<file path="src/rtl/rcd_pkg.sv">
// instruction decode package: field layout, opcodes, decoded control word
// assumes a 32-bit fixed instruction word and a 64-bit register datapath
package rcd_pkg;

  // ----------------------------------------------------------------------
  // widths and constants
  // ----------------------------------------------------------------------
  localparam int unsigned INSTR_W = 32;
  localparam int unsigned IMM_W = 16;
  localparam int unsigned DWORD_W = 64;
  localparam logic [5:0] SHAMT_PLUS32 = 6'h20;
  localparam logic [4:0] LINK_REG = 5'h1f;

  // ----------------------------------------------------------------------
  // primary opcodes
  // ----------------------------------------------------------------------
  localparam logic [5:0] OP_SPECIAL = 6'h00, OP_REGIMM = 6'h01, OP_J = 6'h02, OP_JUMP_WITH_LINK = 6'h03,
    OP_BEQ = 6'h04, OP_BNE = 6'h05, OP_BRANCH_LE_ZERO = 6'h06, OP_BGTZ = 6'h07,
    OP_ADDI = 6'h08, OP_ADDIU = 6'h09, OP_SLTI = 6'h0a, OP_SET_LESS_THAN_IMM_UNSIGNED = 6'h0b,
    OP_ANDI = 6'h0c, OP_ORI = 6'h0d, OP_XORI = 6'h0e, OP_LUI = 6'h0f,
    OP_BRANCH_EQUAL_LIKELY = 6'h14, OP_BNEL = 6'h15, OP_BLEZL = 6'h16, OP_BGTZL = 6'h17,
    OP_DADDI = 6'h18, OP_DWORD_ADD_IMM_UNSIGNED = 6'h19, OP_LDL = 6'h1a, OP_LDR = 6'h1b,
    OP_LB = 6'h20, OP_LH = 6'h21, OP_LWL = 6'h22, OP_LW = 6'h23,
    OP_LBU = 6'h24, OP_LHU = 6'h25, OP_LWR = 6'h26, OP_LWU = 6'h27,
    OP_SB = 6'h28, OP_SH = 6'h29, OP_SWL = 6'h2a, OP_SW = 6'h2b,
    OP_SDL = 6'h2c, OP_SDR = 6'h2d, OP_SWR = 6'h2e, OP_LL = 6'h30,
    OP_LLD = 6'h34, OP_LD = 6'h37, OP_SC = 6'h38, OP_SCD = 6'h3c, OP_SD = 6'h3f;

  // ----------------------------------------------------------------------
  // register-format function codes and regimm selectors
  // ----------------------------------------------------------------------
  localparam logic [5:0] FN_SLL = 6'h00, FN_SRL = 6'h02, FN_SRA = 6'h03, FN_SLLV = 6'h04,
    FN_SRLV = 6'h06, FN_SRAV = 6'h07, FN_JR = 6'h08, FN_JALR = 6'h09, FN_SYNC = 6'h0f,
    FN_MFHI = 6'h10, FN_MTHI = 6'h11, FN_MFLO = 6'h12, FN_MTLO = 6'h13,
    FN_DSLLV = 6'h14, FN_DSRLV = 6'h16, FN_DSRAV = 6'h17, FN_MULT = 6'h18, FN_MULTU = 6'h19,
    FN_DIV = 6'h1a, FN_DIVU = 6'h1b, FN_DMULT = 6'h1c, FN_DMULTU = 6'h1d, FN_DDIV = 6'h1e,
    FN_DDIVU = 6'h1f, FN_ADD = 6'h20, FN_ADDU = 6'h21, FN_SUB = 6'h22, FN_SUBU = 6'h23,
    FN_AND = 6'h24, FN_OR = 6'h25, FN_XOR = 6'h26, FN_NOR = 6'h27, FN_SET_LESS_THAN = 6'h2a,
    FN_SLTU = 6'h2b, FN_DADD = 6'h2c, FN_DADDU = 6'h2d, FN_DSUB = 6'h2e, FN_DSUBU = 6'h2f,
    FN_DSLL = 6'h38, FN_DSRL = 6'h3a, FN_DSRA = 6'h3b, FN_DWORD_SHIFT_LEFT_PLUS32 = 6'h3c,
    FN_DWORD_SHIFT_RIGHT_LOGICAL_PLUS32 = 6'h3e, FN_DWORD_SHIFT_RIGHT_ARITH_PLUS32 = 6'h3f;
  localparam logic [4:0] RI_BLTZ = 5'h00, RI_BGEZ = 5'h01, RI_BLTZL = 5'h02, RI_BGEZL = 5'h03,
    RI_BLTZAL = 5'h10, RI_BGEZAL = 5'h11, RI_BLTZALL = 5'h12, RI_BGEZALL = 5'h13;

  // ----------------------------------------------------------------------
  // types
  // ----------------------------------------------------------------------
  typedef enum logic [1:0] {
    RCD_FMT_I = 2'b00, RCD_FMT_J = 2'b01, RCD_FMT_R = 2'b10
  } rcd_fmt_t;

  typedef enum logic [3:0] {
    RCD_GRP_NONE = 4'b0000, RCD_GRP_LOAD = 4'b0001, RCD_GRP_STORE = 4'b0010,
    RCD_GRP_ALU_IMM = 4'b0011, RCD_GRP_ALU_REG = 4'b0100, RCD_GRP_SHIFT = 4'b0101,
    RCD_GRP_MULDIV = 4'b0110, RCD_GRP_JUMP = 4'b0111, RCD_GRP_BRANCH = 4'b1000,
    RCD_GRP_SYNC = 4'b1001
  } rcd_grp_t;

  typedef enum logic [2:0] {
    RCD_CND_NONE = 3'b000, RCD_CND_EQ = 3'b001, RCD_CND_NE = 3'b010, RCD_CND_LEZ = 3'b011,
    RCD_CND_GTZ = 3'b100, RCD_CND_LTZ = 3'b101, RCD_CND_GEZ = 3'b110, RCD_CND_ALWAYS = 3'b111
  } rcd_cond_t;

  typedef enum logic [1:0] {
    RCD_SLOT_IDLE = 2'b00, RCD_SLOT_NEXT = 2'b01, RCD_SLOT_NEXT_LIKELY = 2'b10
  } rcd_slot_t;

  typedef struct packed {
    rcd_fmt_t fmt;
    logic [5:0] opcode;
    logic [4:0] rs;
    logic [4:0] rt;
    logic [4:0] rd;
    logic [4:0] shamt;
    logic [5:0] funct;
    logic [15:0] imm;
    logic [25:0] target;
  } rcd_fields_t;

  typedef struct packed {
    rcd_fmt_t fmt;
    rcd_grp_t grp;
    rcd_cond_t cond;
    logic [5:0] opcode;
    logic [5:0] funct;
    logic [4:0] rs;
    logic [4:0] rt;
    logic [4:0] dst;
    logic wr_en;
    logic [63:0] imm;
    logic [5:0] shamt;
    logic shift_var;
    logic dword;
    logic unsigned_op;
    logic link;
    logic likely;
    logic [25:0] target;
    logic reserved;
  } rcd_ctrl_t;

endpackage

</file>
<file path="src/rtl/rcd_decode.sv">
// instruction decoder: classifies each fetched word and tracks delay slots
// assumes fetch and the execution pipeline share clk_in; no pin inputs
//
// Behaviour
// - every instruction is one fixed 32-bit word
// - three formats, immediate, jump, register, select the field extraction
// - loads and stores are immediate-format register/memory transfers
// - memory address is base register plus sign-extended 16-bit offset only
// - register ALU ops read one or two sources and write one destination
// - immediate ALU ops take a 16-bit immediate and one register
// - computational ops split into ALU-imm, ALU-reg, shift, multiply/divide
// - doubleword +32 shifts add 32 to the encoded shift amount
// - set-less-than exists signed and unsigned, register and immediate
// - add and add-immediate also exist in 64-bit doubleword forms
// - jumps and branches have one delay slot, which always executes except after a branch-likely
// - branch-likely slot instruction is nullified when the branch is not taken
// - branches test equal, not equal, or one register against zero
`timescale 1ns/1ps
`default_nettype none

module rcd_decode (
  input wire logic clk_in,
  input wire logic reset_n_in,
  input wire logic ce_in,
  input wire logic instr_valid_in,
  input wire logic [31:0] instr_in,
  input wire logic br_resolve_in,
  input wire logic br_taken_in,
  output logic dec_valid_out,
  output var rcd_pkg::rcd_ctrl_t dec_out,
  output logic dec_slot_out,
  output logic dec_nullify_out
);

  rcd_pkg::rcd_fields_t f;
  rcd_pkg::rcd_ctrl_t ctrl_d;
  rcd_pkg::rcd_ctrl_t dec_q;
  rcd_pkg::rcd_slot_t slot_q;
  logic valid_q;
  logic slot_flag_q;
  logic lk_pend_q;
  logic null_q;
  logic take;
  logic is_ctl;

  rcd_field_split u_split (
    .instr_in(instr_in),
    .fields_out(f)
  );

  // ----------------------------------------------------------------------
  // combinational classification
  // ----------------------------------------------------------------------
  always_comb begin
    ctrl_d = '0;
    ctrl_d.fmt = f.fmt;
    ctrl_d.opcode = f.opcode;
    ctrl_d.funct = f.funct;
    ctrl_d.rs = f.rs;
    ctrl_d.rt = f.rt;
    ctrl_d.target = f.target;
    ctrl_d.imm = {{48{f.imm[15]}}, f.imm};
    case (f.opcode)
      rcd_pkg::OP_SPECIAL: begin
        ctrl_d.dst = f.rd;
        ctrl_d.wr_en = 1'b1;
        ctrl_d.shamt = {1'b0, f.shamt};
        case (f.funct)
          rcd_pkg::FN_SLL, rcd_pkg::FN_SRL, rcd_pkg::FN_SRA: begin
            ctrl_d.grp = rcd_pkg::RCD_GRP_SHIFT;
          end
          rcd_pkg::FN_SLLV, rcd_pkg::FN_SRLV, rcd_pkg::FN_SRAV: begin
            ctrl_d.grp = rcd_pkg::RCD_GRP_SHIFT;
            ctrl_d.shift_var = 1'b1;
          end
          rcd_pkg::FN_DSLLV, rcd_pkg::FN_DSRLV, rcd_pkg::FN_DSRAV: begin
            ctrl_d.grp = rcd_pkg::RCD_GRP_SHIFT;
            ctrl_d.shift_var = 1'b1;
            ctrl_d.dword = 1'b1;
          end
          rcd_pkg::FN_DSLL, rcd_pkg::FN_DSRL, rcd_pkg::FN_DSRA: begin
            ctrl_d.grp = rcd_pkg::RCD_GRP_SHIFT;
            ctrl_d.dword = 1'b1;
          end
          rcd_pkg::FN_DWORD_SHIFT_LEFT_PLUS32, rcd_pkg::FN_DWORD_SHIFT_RIGHT_LOGICAL_PLUS32,
          rcd_pkg::FN_DWORD_SHIFT_RIGHT_ARITH_PLUS32: begin
            ctrl_d.grp = rcd_pkg::RCD_GRP_SHIFT;
            ctrl_d.dword = 1'b1;
            ctrl_d.shamt = {1'b0, f.shamt} + rcd_pkg::SHAMT_PLUS32;
          end
          rcd_pkg::FN_JR: begin
            ctrl_d.grp = rcd_pkg::RCD_GRP_JUMP;
            ctrl_d.cond = rcd_pkg::RCD_CND_ALWAYS;
            ctrl_d.wr_en = 1'b0;
          end
          rcd_pkg::FN_JALR: begin
            ctrl_d.grp = rcd_pkg::RCD_GRP_JUMP;
            ctrl_d.cond = rcd_pkg::RCD_CND_ALWAYS;
            ctrl_d.link = 1'b1;
          end
          rcd_pkg::FN_SYNC: begin
            ctrl_d.grp = rcd_pkg::RCD_GRP_SYNC;
            ctrl_d.wr_en = 1'b0;
          end
          rcd_pkg::FN_MFHI, rcd_pkg::FN_MFLO: begin
            ctrl_d.grp = rcd_pkg::RCD_GRP_MULDIV;
          end
          rcd_pkg::FN_MTHI, rcd_pkg::FN_MTLO, rcd_pkg::FN_MULT, rcd_pkg::FN_MULTU,
          rcd_pkg::FN_DIV, rcd_pkg::FN_DIVU: begin
            ctrl_d.grp = rcd_pkg::RCD_GRP_MULDIV;
            ctrl_d.wr_en = 1'b0;
            ctrl_d.unsigned_op = f.funct[0];
          end
          rcd_pkg::FN_DMULT, rcd_pkg::FN_DMULTU, rcd_pkg::FN_DDIV, rcd_pkg::FN_DDIVU: begin
            ctrl_d.grp = rcd_pkg::RCD_GRP_MULDIV;
            ctrl_d.wr_en = 1'b0;
            ctrl_d.dword = 1'b1;
            ctrl_d.unsigned_op = f.funct[0];
          end
          rcd_pkg::FN_ADD, rcd_pkg::FN_ADDU, rcd_pkg::FN_SUB, rcd_pkg::FN_SUBU,
          rcd_pkg::FN_AND, rcd_pkg::FN_OR, rcd_pkg::FN_XOR, rcd_pkg::FN_NOR: begin
            ctrl_d.grp = rcd_pkg::RCD_GRP_ALU_REG;
            ctrl_d.unsigned_op = (f.funct == rcd_pkg::FN_ADDU) || (f.funct == rcd_pkg::FN_SUBU);
          end
          rcd_pkg::FN_SET_LESS_THAN, rcd_pkg::FN_SLTU: begin
            ctrl_d.grp = rcd_pkg::RCD_GRP_ALU_REG;
            ctrl_d.unsigned_op = f.funct[0];
          end
          rcd_pkg::FN_DADD, rcd_pkg::FN_DADDU, rcd_pkg::FN_DSUB, rcd_pkg::FN_DSUBU: begin
            ctrl_d.grp = rcd_pkg::RCD_GRP_ALU_REG;
            ctrl_d.dword = 1'b1;
            ctrl_d.unsigned_op = f.funct[0];
          end
          default: begin
            ctrl_d.wr_en = 1'b0;
            ctrl_d.reserved = 1'b1;
          end
        endcase
      end
      rcd_pkg::OP_REGIMM: begin
        ctrl_d.grp = rcd_pkg::RCD_GRP_BRANCH;
        ctrl_d.cond = f.rt[0] ? rcd_pkg::RCD_CND_GEZ : rcd_pkg::RCD_CND_LTZ;
        ctrl_d.likely = f.rt[1];
        ctrl_d.link = f.rt[4];
        ctrl_d.wr_en = f.rt[4];
        ctrl_d.dst = f.rt[4] ? rcd_pkg::LINK_REG : 5'h00;
        case (f.rt)
          rcd_pkg::RI_BLTZ, rcd_pkg::RI_BGEZ, rcd_pkg::RI_BLTZL, rcd_pkg::RI_BGEZL,
          rcd_pkg::RI_BLTZAL, rcd_pkg::RI_BGEZAL, rcd_pkg::RI_BLTZALL, rcd_pkg::RI_BGEZALL: begin
            ctrl_d.reserved = 1'b0;
          end
          default: begin
            ctrl_d = '0;
            ctrl_d.fmt = f.fmt;
            ctrl_d.opcode = f.opcode;
            ctrl_d.reserved = 1'b1;
          end
        endcase
      end
      rcd_pkg::OP_J, rcd_pkg::OP_JUMP_WITH_LINK: begin
        ctrl_d.grp = rcd_pkg::RCD_GRP_JUMP;
        ctrl_d.cond = rcd_pkg::RCD_CND_ALWAYS;
        ctrl_d.imm = '0;
        ctrl_d.link = f.opcode[0];
        ctrl_d.wr_en = f.opcode[0];
        ctrl_d.dst = f.opcode[0] ? rcd_pkg::LINK_REG : 5'h00;
      end
      rcd_pkg::OP_BEQ, rcd_pkg::OP_BNE, rcd_pkg::OP_BRANCH_LE_ZERO, rcd_pkg::OP_BGTZ,
      rcd_pkg::OP_BRANCH_EQUAL_LIKELY, rcd_pkg::OP_BNEL, rcd_pkg::OP_BLEZL, rcd_pkg::OP_BGTZL: begin
        ctrl_d.grp = rcd_pkg::RCD_GRP_BRANCH;
        ctrl_d.likely = f.opcode[4];
        case (f.opcode[1:0])
          2'h0: ctrl_d.cond = rcd_pkg::RCD_CND_EQ;
          2'h1: ctrl_d.cond = rcd_pkg::RCD_CND_NE;
          2'h2: ctrl_d.cond = rcd_pkg::RCD_CND_LEZ;
          default: ctrl_d.cond = rcd_pkg::RCD_CND_GTZ;
        endcase
      end
      rcd_pkg::OP_ADDI, rcd_pkg::OP_ADDIU, rcd_pkg::OP_SLTI, rcd_pkg::OP_SET_LESS_THAN_IMM_UNSIGNED,
      rcd_pkg::OP_DADDI, rcd_pkg::OP_DWORD_ADD_IMM_UNSIGNED: begin
        ctrl_d.grp = rcd_pkg::RCD_GRP_ALU_IMM;
        ctrl_d.dst = f.rt;
        ctrl_d.wr_en = 1'b1;
        ctrl_d.unsigned_op = f.opcode[0];
        ctrl_d.dword = f.opcode[4];
      end
      rcd_pkg::OP_ANDI, rcd_pkg::OP_ORI, rcd_pkg::OP_XORI, rcd_pkg::OP_LUI: begin
        ctrl_d.grp = rcd_pkg::RCD_GRP_ALU_IMM;
        ctrl_d.dst = f.rt;
        ctrl_d.wr_en = 1'b1;
        // logical immediates zero-extend; the upper-immediate form lands in bits 31:16
        ctrl_d.imm = (f.opcode == rcd_pkg::OP_LUI) ? {{32{f.imm[15]}}, f.imm, 16'h0000} : {48'h0000_0000_0000, f.imm};
      end
      rcd_pkg::OP_LB, rcd_pkg::OP_LH, rcd_pkg::OP_LWL, rcd_pkg::OP_LW, rcd_pkg::OP_LBU,
      rcd_pkg::OP_LHU, rcd_pkg::OP_LWR, rcd_pkg::OP_LWU, rcd_pkg::OP_LDL, rcd_pkg::OP_LDR,
      rcd_pkg::OP_LL, rcd_pkg::OP_LLD, rcd_pkg::OP_LD: begin
        ctrl_d.grp = rcd_pkg::RCD_GRP_LOAD;
        ctrl_d.dst = f.rt;
        ctrl_d.wr_en = 1'b1;
      end
      rcd_pkg::OP_SB, rcd_pkg::OP_SH, rcd_pkg::OP_SWL, rcd_pkg::OP_SW, rcd_pkg::OP_SDL,
      rcd_pkg::OP_SDR, rcd_pkg::OP_SWR, rcd_pkg::OP_SD, rcd_pkg::OP_SC, rcd_pkg::OP_SCD: begin
        ctrl_d.grp = rcd_pkg::RCD_GRP_STORE;
        // conditional stores write their success flag back into rt
        ctrl_d.dst = f.rt;
        ctrl_d.wr_en = (f.opcode == rcd_pkg::OP_SC) || (f.opcode == rcd_pkg::OP_SCD);
      end
      default: begin
        ctrl_d.imm = '0;
        ctrl_d.reserved = 1'b1;
      end
    endcase
  end

  assign take = ce_in && instr_valid_in;
  assign is_ctl = (ctrl_d.grp == rcd_pkg::RCD_GRP_JUMP) || (ctrl_d.grp == rcd_pkg::RCD_GRP_BRANCH);

  // ----------------------------------------------------------------------
  // decoded word register
  // ----------------------------------------------------------------------
  always_ff @(posedge clk_in) begin
    if (!reset_n_in) begin
      dec_q <= '0;
      valid_q <= 1'b0;
    end else if (ce_in) begin
      valid_q <= instr_valid_in;
      if (instr_valid_in) begin
        dec_q <= ctrl_d;
      end
    end
  end

  // ----------------------------------------------------------------------
  // delay slot tracking
  // ----------------------------------------------------------------------
  // a control transfer found in a slot is not itself given a fresh slot flag
  always_ff @(posedge clk_in) begin
    if (!reset_n_in) begin
      slot_q <= rcd_pkg::RCD_SLOT_IDLE;
      slot_flag_q <= 1'b0;
    end else if (ce_in) begin
      // the flag stands only with the slot word's own valid cycle
      slot_flag_q <= take && (slot_q != rcd_pkg::RCD_SLOT_IDLE);
      if (take) begin
        case (slot_q)
          rcd_pkg::RCD_SLOT_IDLE: begin
            if (is_ctl) begin
              slot_q <= ctrl_d.likely ? rcd_pkg::RCD_SLOT_NEXT_LIKELY : rcd_pkg::RCD_SLOT_NEXT;
            end
          end
          default: slot_q <= rcd_pkg::RCD_SLOT_IDLE;
        endcase
      end
    end
  end

  // ----------------------------------------------------------------------
  // branch-likely nullification
  // ----------------------------------------------------------------------
  // a new likely branch in the resolve cycle re-arms the pending flag: set wins
  always_ff @(posedge clk_in) begin
    if (!reset_n_in) begin
      lk_pend_q <= 1'b0;
      null_q <= 1'b0;
    end else if (ce_in) begin
      null_q <= br_resolve_in && lk_pend_q && !br_taken_in;
      if (take && is_ctl && ctrl_d.likely && slot_q == rcd_pkg::RCD_SLOT_IDLE) begin
        lk_pend_q <= 1'b1;
      end else if (br_resolve_in) begin
        lk_pend_q <= 1'b0;
      end
    end
  end

  assign dec_valid_out = valid_q;
  assign dec_out = dec_q;
  assign dec_slot_out = slot_flag_q;
  assign dec_nullify_out = null_q;
endmodule

`default_nettype wire

</file>
<file path="src/rtl/rcd_field_split.sv">
// format classifier and field extractor for one instruction word
// assumes a purely combinational context; the caller registers the result
`timescale 1ns/1ps
`default_nettype none

module rcd_field_split (
  input wire logic [31:0] instr_in,
  output var rcd_pkg::rcd_fields_t fields_out
);

  // ----------------------------------------------------------------------
  // format selection
  // ----------------------------------------------------------------------
  always_comb begin
    fields_out = '0;
    fields_out.opcode = instr_in[31:26];
    if (instr_in[31:26] == rcd_pkg::OP_SPECIAL) begin
      fields_out.fmt = rcd_pkg::RCD_FMT_R;
      fields_out.rs = instr_in[25:21];
      fields_out.rt = instr_in[20:16];
      fields_out.rd = instr_in[15:11];
      fields_out.shamt = instr_in[10:6];
      fields_out.funct = instr_in[5:0];
    end else if (instr_in[31:26] == rcd_pkg::OP_J || instr_in[31:26] == rcd_pkg::OP_JUMP_WITH_LINK) begin
      fields_out.fmt = rcd_pkg::RCD_FMT_J;
      fields_out.target = instr_in[25:0];
    end else begin
      fields_out.fmt = rcd_pkg::RCD_FMT_I;
      fields_out.rs = instr_in[25:21];
      fields_out.rt = instr_in[20:16];
      fields_out.imm = instr_in[15:0];
    end
  end

endmodule

`default_nettype wire

</file>
<file path="config.mk">
export PLATFORM = sky130hd
export DESIGN_NAME = rcd_decode
export DESIGN_NICKNAME = d
export VERILOG_FILES = /design/src/rtl/rcd_pkg.sv /design/src/rtl/rcd_decode.sv /design/src/rtl/rcd_field_split.sv
export SDC_FILE = /design/constraint.sdc
export NUM_CORES = 1
export LEC_CHECK = 0
export BUFFER_PORTS_ARGS = -buffer_cell sky130_fd_sc_hd__buf_2
export CAP_MARGIN = 10
export CORE_ASPECT_RATIO = 1.1
export CORE_MARGIN = 2
export CORE_UTILIZATION = 52
export CTS_CLUSTER_DIAMETER = 60
export CTS_CLUSTER_SIZE = 20
export DETAILED_ROUTE_END_ITERATION = 10
export PLACE_DENSITY = 0.9
export SLEW_MARGIN = 25
export SYNTH_ARGS = -nofsm -noshare
export SYNTH_HDL_FRONTEND = slang
export SYNTH_HIERARCHICAL = 1
export SYNTH_SLANG_ARGS = --single-unit
</file>
<file path="constraint.sdc">
create_clock -name clk_in -period 3.45 [get_ports clk_in]
set_input_delay 0.345 -clock clk_in [delete_from_list [all_inputs] [get_ports clk_in]]
set_output_delay 0.345 -clock clk_in [all_outputs]
set_load 0.005 [all_outputs]
</file>
### Word-level counts from Yosys, hierarchy flattened

Index checks and enable logic that the tools add are counted.

* flip-flop bits (word level): 145
* output and inout port bits: 142
* bits of input ports: 38
* word-level logic and storage cells: 207

* mux-type cells: 40
* add/sub/neg operators: 1
* reductions and logical operators: 44
* eq/ne operators: 99

Operators by type and width (count)
* equality test 6 bit (second input constant): 41
* case mux 64 bit (3 select lines): 1
* equality test 6 x 5 -> 1 bit (second input constant): 23
* two-way mux 136 bit: 1
* equality test 6 x 4 -> 1 bit (second input constant): 11
* two-way mux 64 bit: 1
* two-way mux 26 bit: 2
* OR reduction 44 bit: 1
* OR reduction 43 bit: 1
* equality test 6 x 3 -> 1 bit (second input constant): 7
* two-way mux 42 bit: 1
* OR reduction 38 bit: 1
* two-way mux 16 bit: 2
* OR reduction 32 bit: 1
* case mux 6 bit (5 select lines): 1
* case mux 4 bit (7 select lines): 1
* equality test 6 x 2 -> 1 bit (second input constant): 4
* OR reduction 8 bit: 3
* OR reduction 23 bit: 1
* two-way mux 22 bit: 1
* equality test 5 bit (second input constant): 4
* two-way mux 10 bit: 2
* case mux 4 bit (5 select lines): 1
* OR reduction 10 bit: 2
* 39 further kinds: 70

### Logic depth before layout (Yosys ltp)

* word-level depth: 15
* gate-level depth with buffers: 11

### Modules after synthesis

Netlist, hierarchy kept.

By module, submodules not included
* rcd_decode: cells an instance 595, area an instance 5122.4 um2, times used 1, sequential area each 2262.2 um2
* rcd_field_split: cells an instance 95, area an instance 705.7 um2, times used 1, sequential area each 0.0 um2

### Worst setup path after synthesis

OpenSTA, ideal clock, no wires.

* path kind: input to register
* start: input instr_in[31]
* end: register dec_q (netlist bit dec_out[102])
* data required time: 3316 ps
* cell stages on the path: 9
* path buffers: 2
* arrival: 2718 ps
* setup time: 134 ps
* path slack: 599 ps
* cell sequence: or4_1 > buf_2 > nor4b_1 > clkbuf_1 > o21ai_0 > a21oi_1 > o211ai_1 > a2111oi_0 > nor4_1

RTL lines
* start, declared: line rcd_decode.sv:26 `input wire logic [31:0] instr_in,`
* end signal, assigned: line rcd_decode.sv:228 `dec_q <= ctrl_d;`
* end, declared: line rcd_decode.sv:37 `rcd_pkg::rcd_ctrl_t dec_q;`

==> metrics.cfg <==
[sta]
worst_pin_slew_ns=1.138
rsz0062_at_grt=false
fin_setup_tns_ns=0
relSlewSlack=0.2346
hold_viol_final=0
worst_slack_ns=0.7939
final.period_utilization=0.7699
setup_viol=0
max_freq_mhz=376.5
fin_skew_ns=0.0002272
drv_slew=0
fin_crit_ns=2.656

[cells_and_area]
post-route-util=0.6616
n_antenna_cell=0
fin_nets=856
post-route-cell-area_mm2=0.007218
drive_above_1_share=0.3329
num-fill-cells=938
synthToLayoutAreaGrowth_pct=23.85

[clock_tree]
ctsHtreeMaxLevel=4
cts_buffers=17
cts_sinks=113
clk_path_buf_depth=2
postCtsSetupBuffers=0
cts_resized=0
clk_pin_slew_ns=0.05
insertion_delay_ns=0.41
ctsHoldBuffers=0
tritoncts=yes
clockRootBuffer=clkbuf_16

[global_route]
grt_max_degree=55
grt_pass1_vias=5400
overflow=0
antenna_found_initial=0
grt_usage=0.3011
grt_first_pass_wirelength_um=28630

[routing]
ant_nets=0
route.detailed.drc=0
met1Wirelength_um=7031
top_layer=met4
drt_iter0_drc=760
met2_wirelength_um=8597
routed-via-count=5896
drt-total-wl_um=18300
viasPerCell=6.060
met3_wirelength_um=1595
drtPass1Iterations=5
wl_per_cell_um=18.81

[die]
die_area_mm2=0.01207
start_util=0.5342
num_rows=40
core_area_mm2=0.01091
die_w_um=104.9
ios=180
die_y_um=115.0

[critical_path]
reg2reg_slack_ns=2.22
reg2reg_from=slot_q[0]
timing.rr.end=slot_q[0]
crit_type=input pin to flop
path_max_fanout=15
arrival_ns=3.01
r2r.worst_path.cells=5
startpoint_type=input pin
cp-end-kind=flop
required_ns=3.80

[logic_synthesis]
synthCells=690
ys_warn_count=6
yosysUniqueCellTypes=75
ys_seq_elements=113
yosysMostFrequentCell=dfxtp_1
synth_fp_nets=733
ys_seq_area_frac=0.3881
synth_top_area_share=0.3881
synth_ff_type=dfxtp_1
synth-edff-count=0
synth_top_cell_by_area=dfxtp_1
avgSynthCellArea_um2=8.447
yosys-top-cells-count=dfxtp_1 (113), nand2_1 (65), nor2_1 (58), clkbuf_1 (48), a21oi_1 (44)
async_flop_share=0
syn-cell-area_mm2=0.005828
yosys-top-cells-area=dfxtp_1 (39%), a22oi_1 (5.4%), buf_4 (5.3%)

[place]
gp_congestion=0.9465
io_buffers=179
dp_slack_ns=0.4029
place_hpwl_um=12000
placed_area_mm2=0.006621

[outcome]
status=finished clean

[worst_hold_path]
holdCritPathClass=input pin to flop
worstHoldStart=br_taken_in
hold_path_end=dec_nullify_out
min_path_cells=3

[pwr]
ir_drop_v=0.0002787
p_total_uw=3478
power_density_mw_per_mm2=481.8
p_leak_uw=0.003267

[run]
maxCapViolations=0

critical path: stages:
cell and delay (ns):
buf_2 0.10, or4_1 0.76, nor4b_2 0.44, buf_12 0.19, nor2b_1 0.25, o21a_1 0.18, o21ai_0 0.11, nor4_1 0.40
nand3_1 0.12, nand3_1 0.10
metal layers:
| metal | vias up | global-route usage |
|---|---|---|
| li1 | 2706 | - |
| met1 | 2733 | 0.3582 |
| met2 | 366 | 0.4818 |
| met3 | 91 | 0.08673 |
| met4 | 0 | 0.1893 |
| met5 | - | 0 |
how the worst max path moves through the flow:
| stage | start | slack [ns] | endpoint |
|---|---|---|---|
| 2_1_floorplan | instr_in[31] | 0.60 | dec_out[102] |
| 3_3_place_gp | instr_in[31] | 0.48 | slot_q[0] |
| 3_5_place_dp | instr_in[31] | 0.40 | dec_out[102] |
| 4_1_cts | instr_in[31] | 0.82 | slot_q[0] |
| 5_1_grt | instr_in[31] | 0.60 | slot_q[1] |
| 6_report | instr_in[31] | 0.79 | slot_q[0] |
cell usage in the layout, fill, tap and decap left out, types with 3 or more instances in the layout:
master	instances
clkbuf_16	17
o21ai_1	12
nand2b_1	4
a21boi_0	30
a22oi_1	42
o21ai_0	24
a221oi_1	7
nor2_1	56
and2_1	5
nand4b_1	3
nor4b_1	4
inv_1	8
nand3_1	13
bufinv_16	3
buf_12	3
clkinv_2	6
nand4_1	5
nand2_1	64
a211oi_1	3
buf_4	23
nor4b_2	13
ha_1	5
dfxtp_1	113
nor3_1	7
buf_2	179
o32ai_1	3
and3_1	31
a22o_1	12
a21oi_1	44
a22o_2	6
nor2b_1	16
nor4_1	4
kinds of logic after synthesis:
kind of cell	after synthesis	synth area share
xor gates and xnor gates	1	0.001503
buffers and inverters	110	0.1020
and+or+nand+nor	250	0.2409
DFF	113	0.3881
adders and majority gates	5	0.01073
AOI/OAI and AO/OA	211	0.2568
power by group:
part | leakage [uW] | switching, uW | internal [uW] | total [uW]
Clock | 0.000296 | 603 | 1160 | 1770
Sequential | 0.000916 | 18.4 | 1340 | 1360
Combinational | 0.00206 | 222 | 132 | 354
final cells by class:
| cell class | instances | area, um2 | area share |
|---|---|---|---|
| multi-input combinational | 467 | 3013 | 0.4174 |
| sequential | 113 | 2262 | 0.3134 |
| timing repair buffer | 205 | 1129 | 0.1564 |
| clock buffer | 21 | 460.4 | 0.06379 |
| tap | 147 | 183.9 | 0.02548 |
| clock inverter | 11 | 136.4 | 0.01889 |
| inverter | 9 | 33.78 | 0.004680 |
flip-flops by register name, summed over array words and instances (netlist names):
| register | cells |
|---|---|
| dec_nullify_out | 1 |
| dec_out | 107 |
| dec_slot_out | 1 |
| dec_valid_out | 1 |
| lk_pend_q | 1 |
| slot_q | 2 |
metrics by stage:
| step | hold WS, ns | instances |
|---|---|---|
| finish | 0.2117 | 973 |
| global placement | 0.4319 | 941 |
| floorplan | 0.4229 | 690 |
| detailed placement | 0.4366 | 941 |
| CTS | 0.2014 | 973 |
| global route | 0.2373 | 973 |
Note: power is estimated with default switching activity, not from simulation.
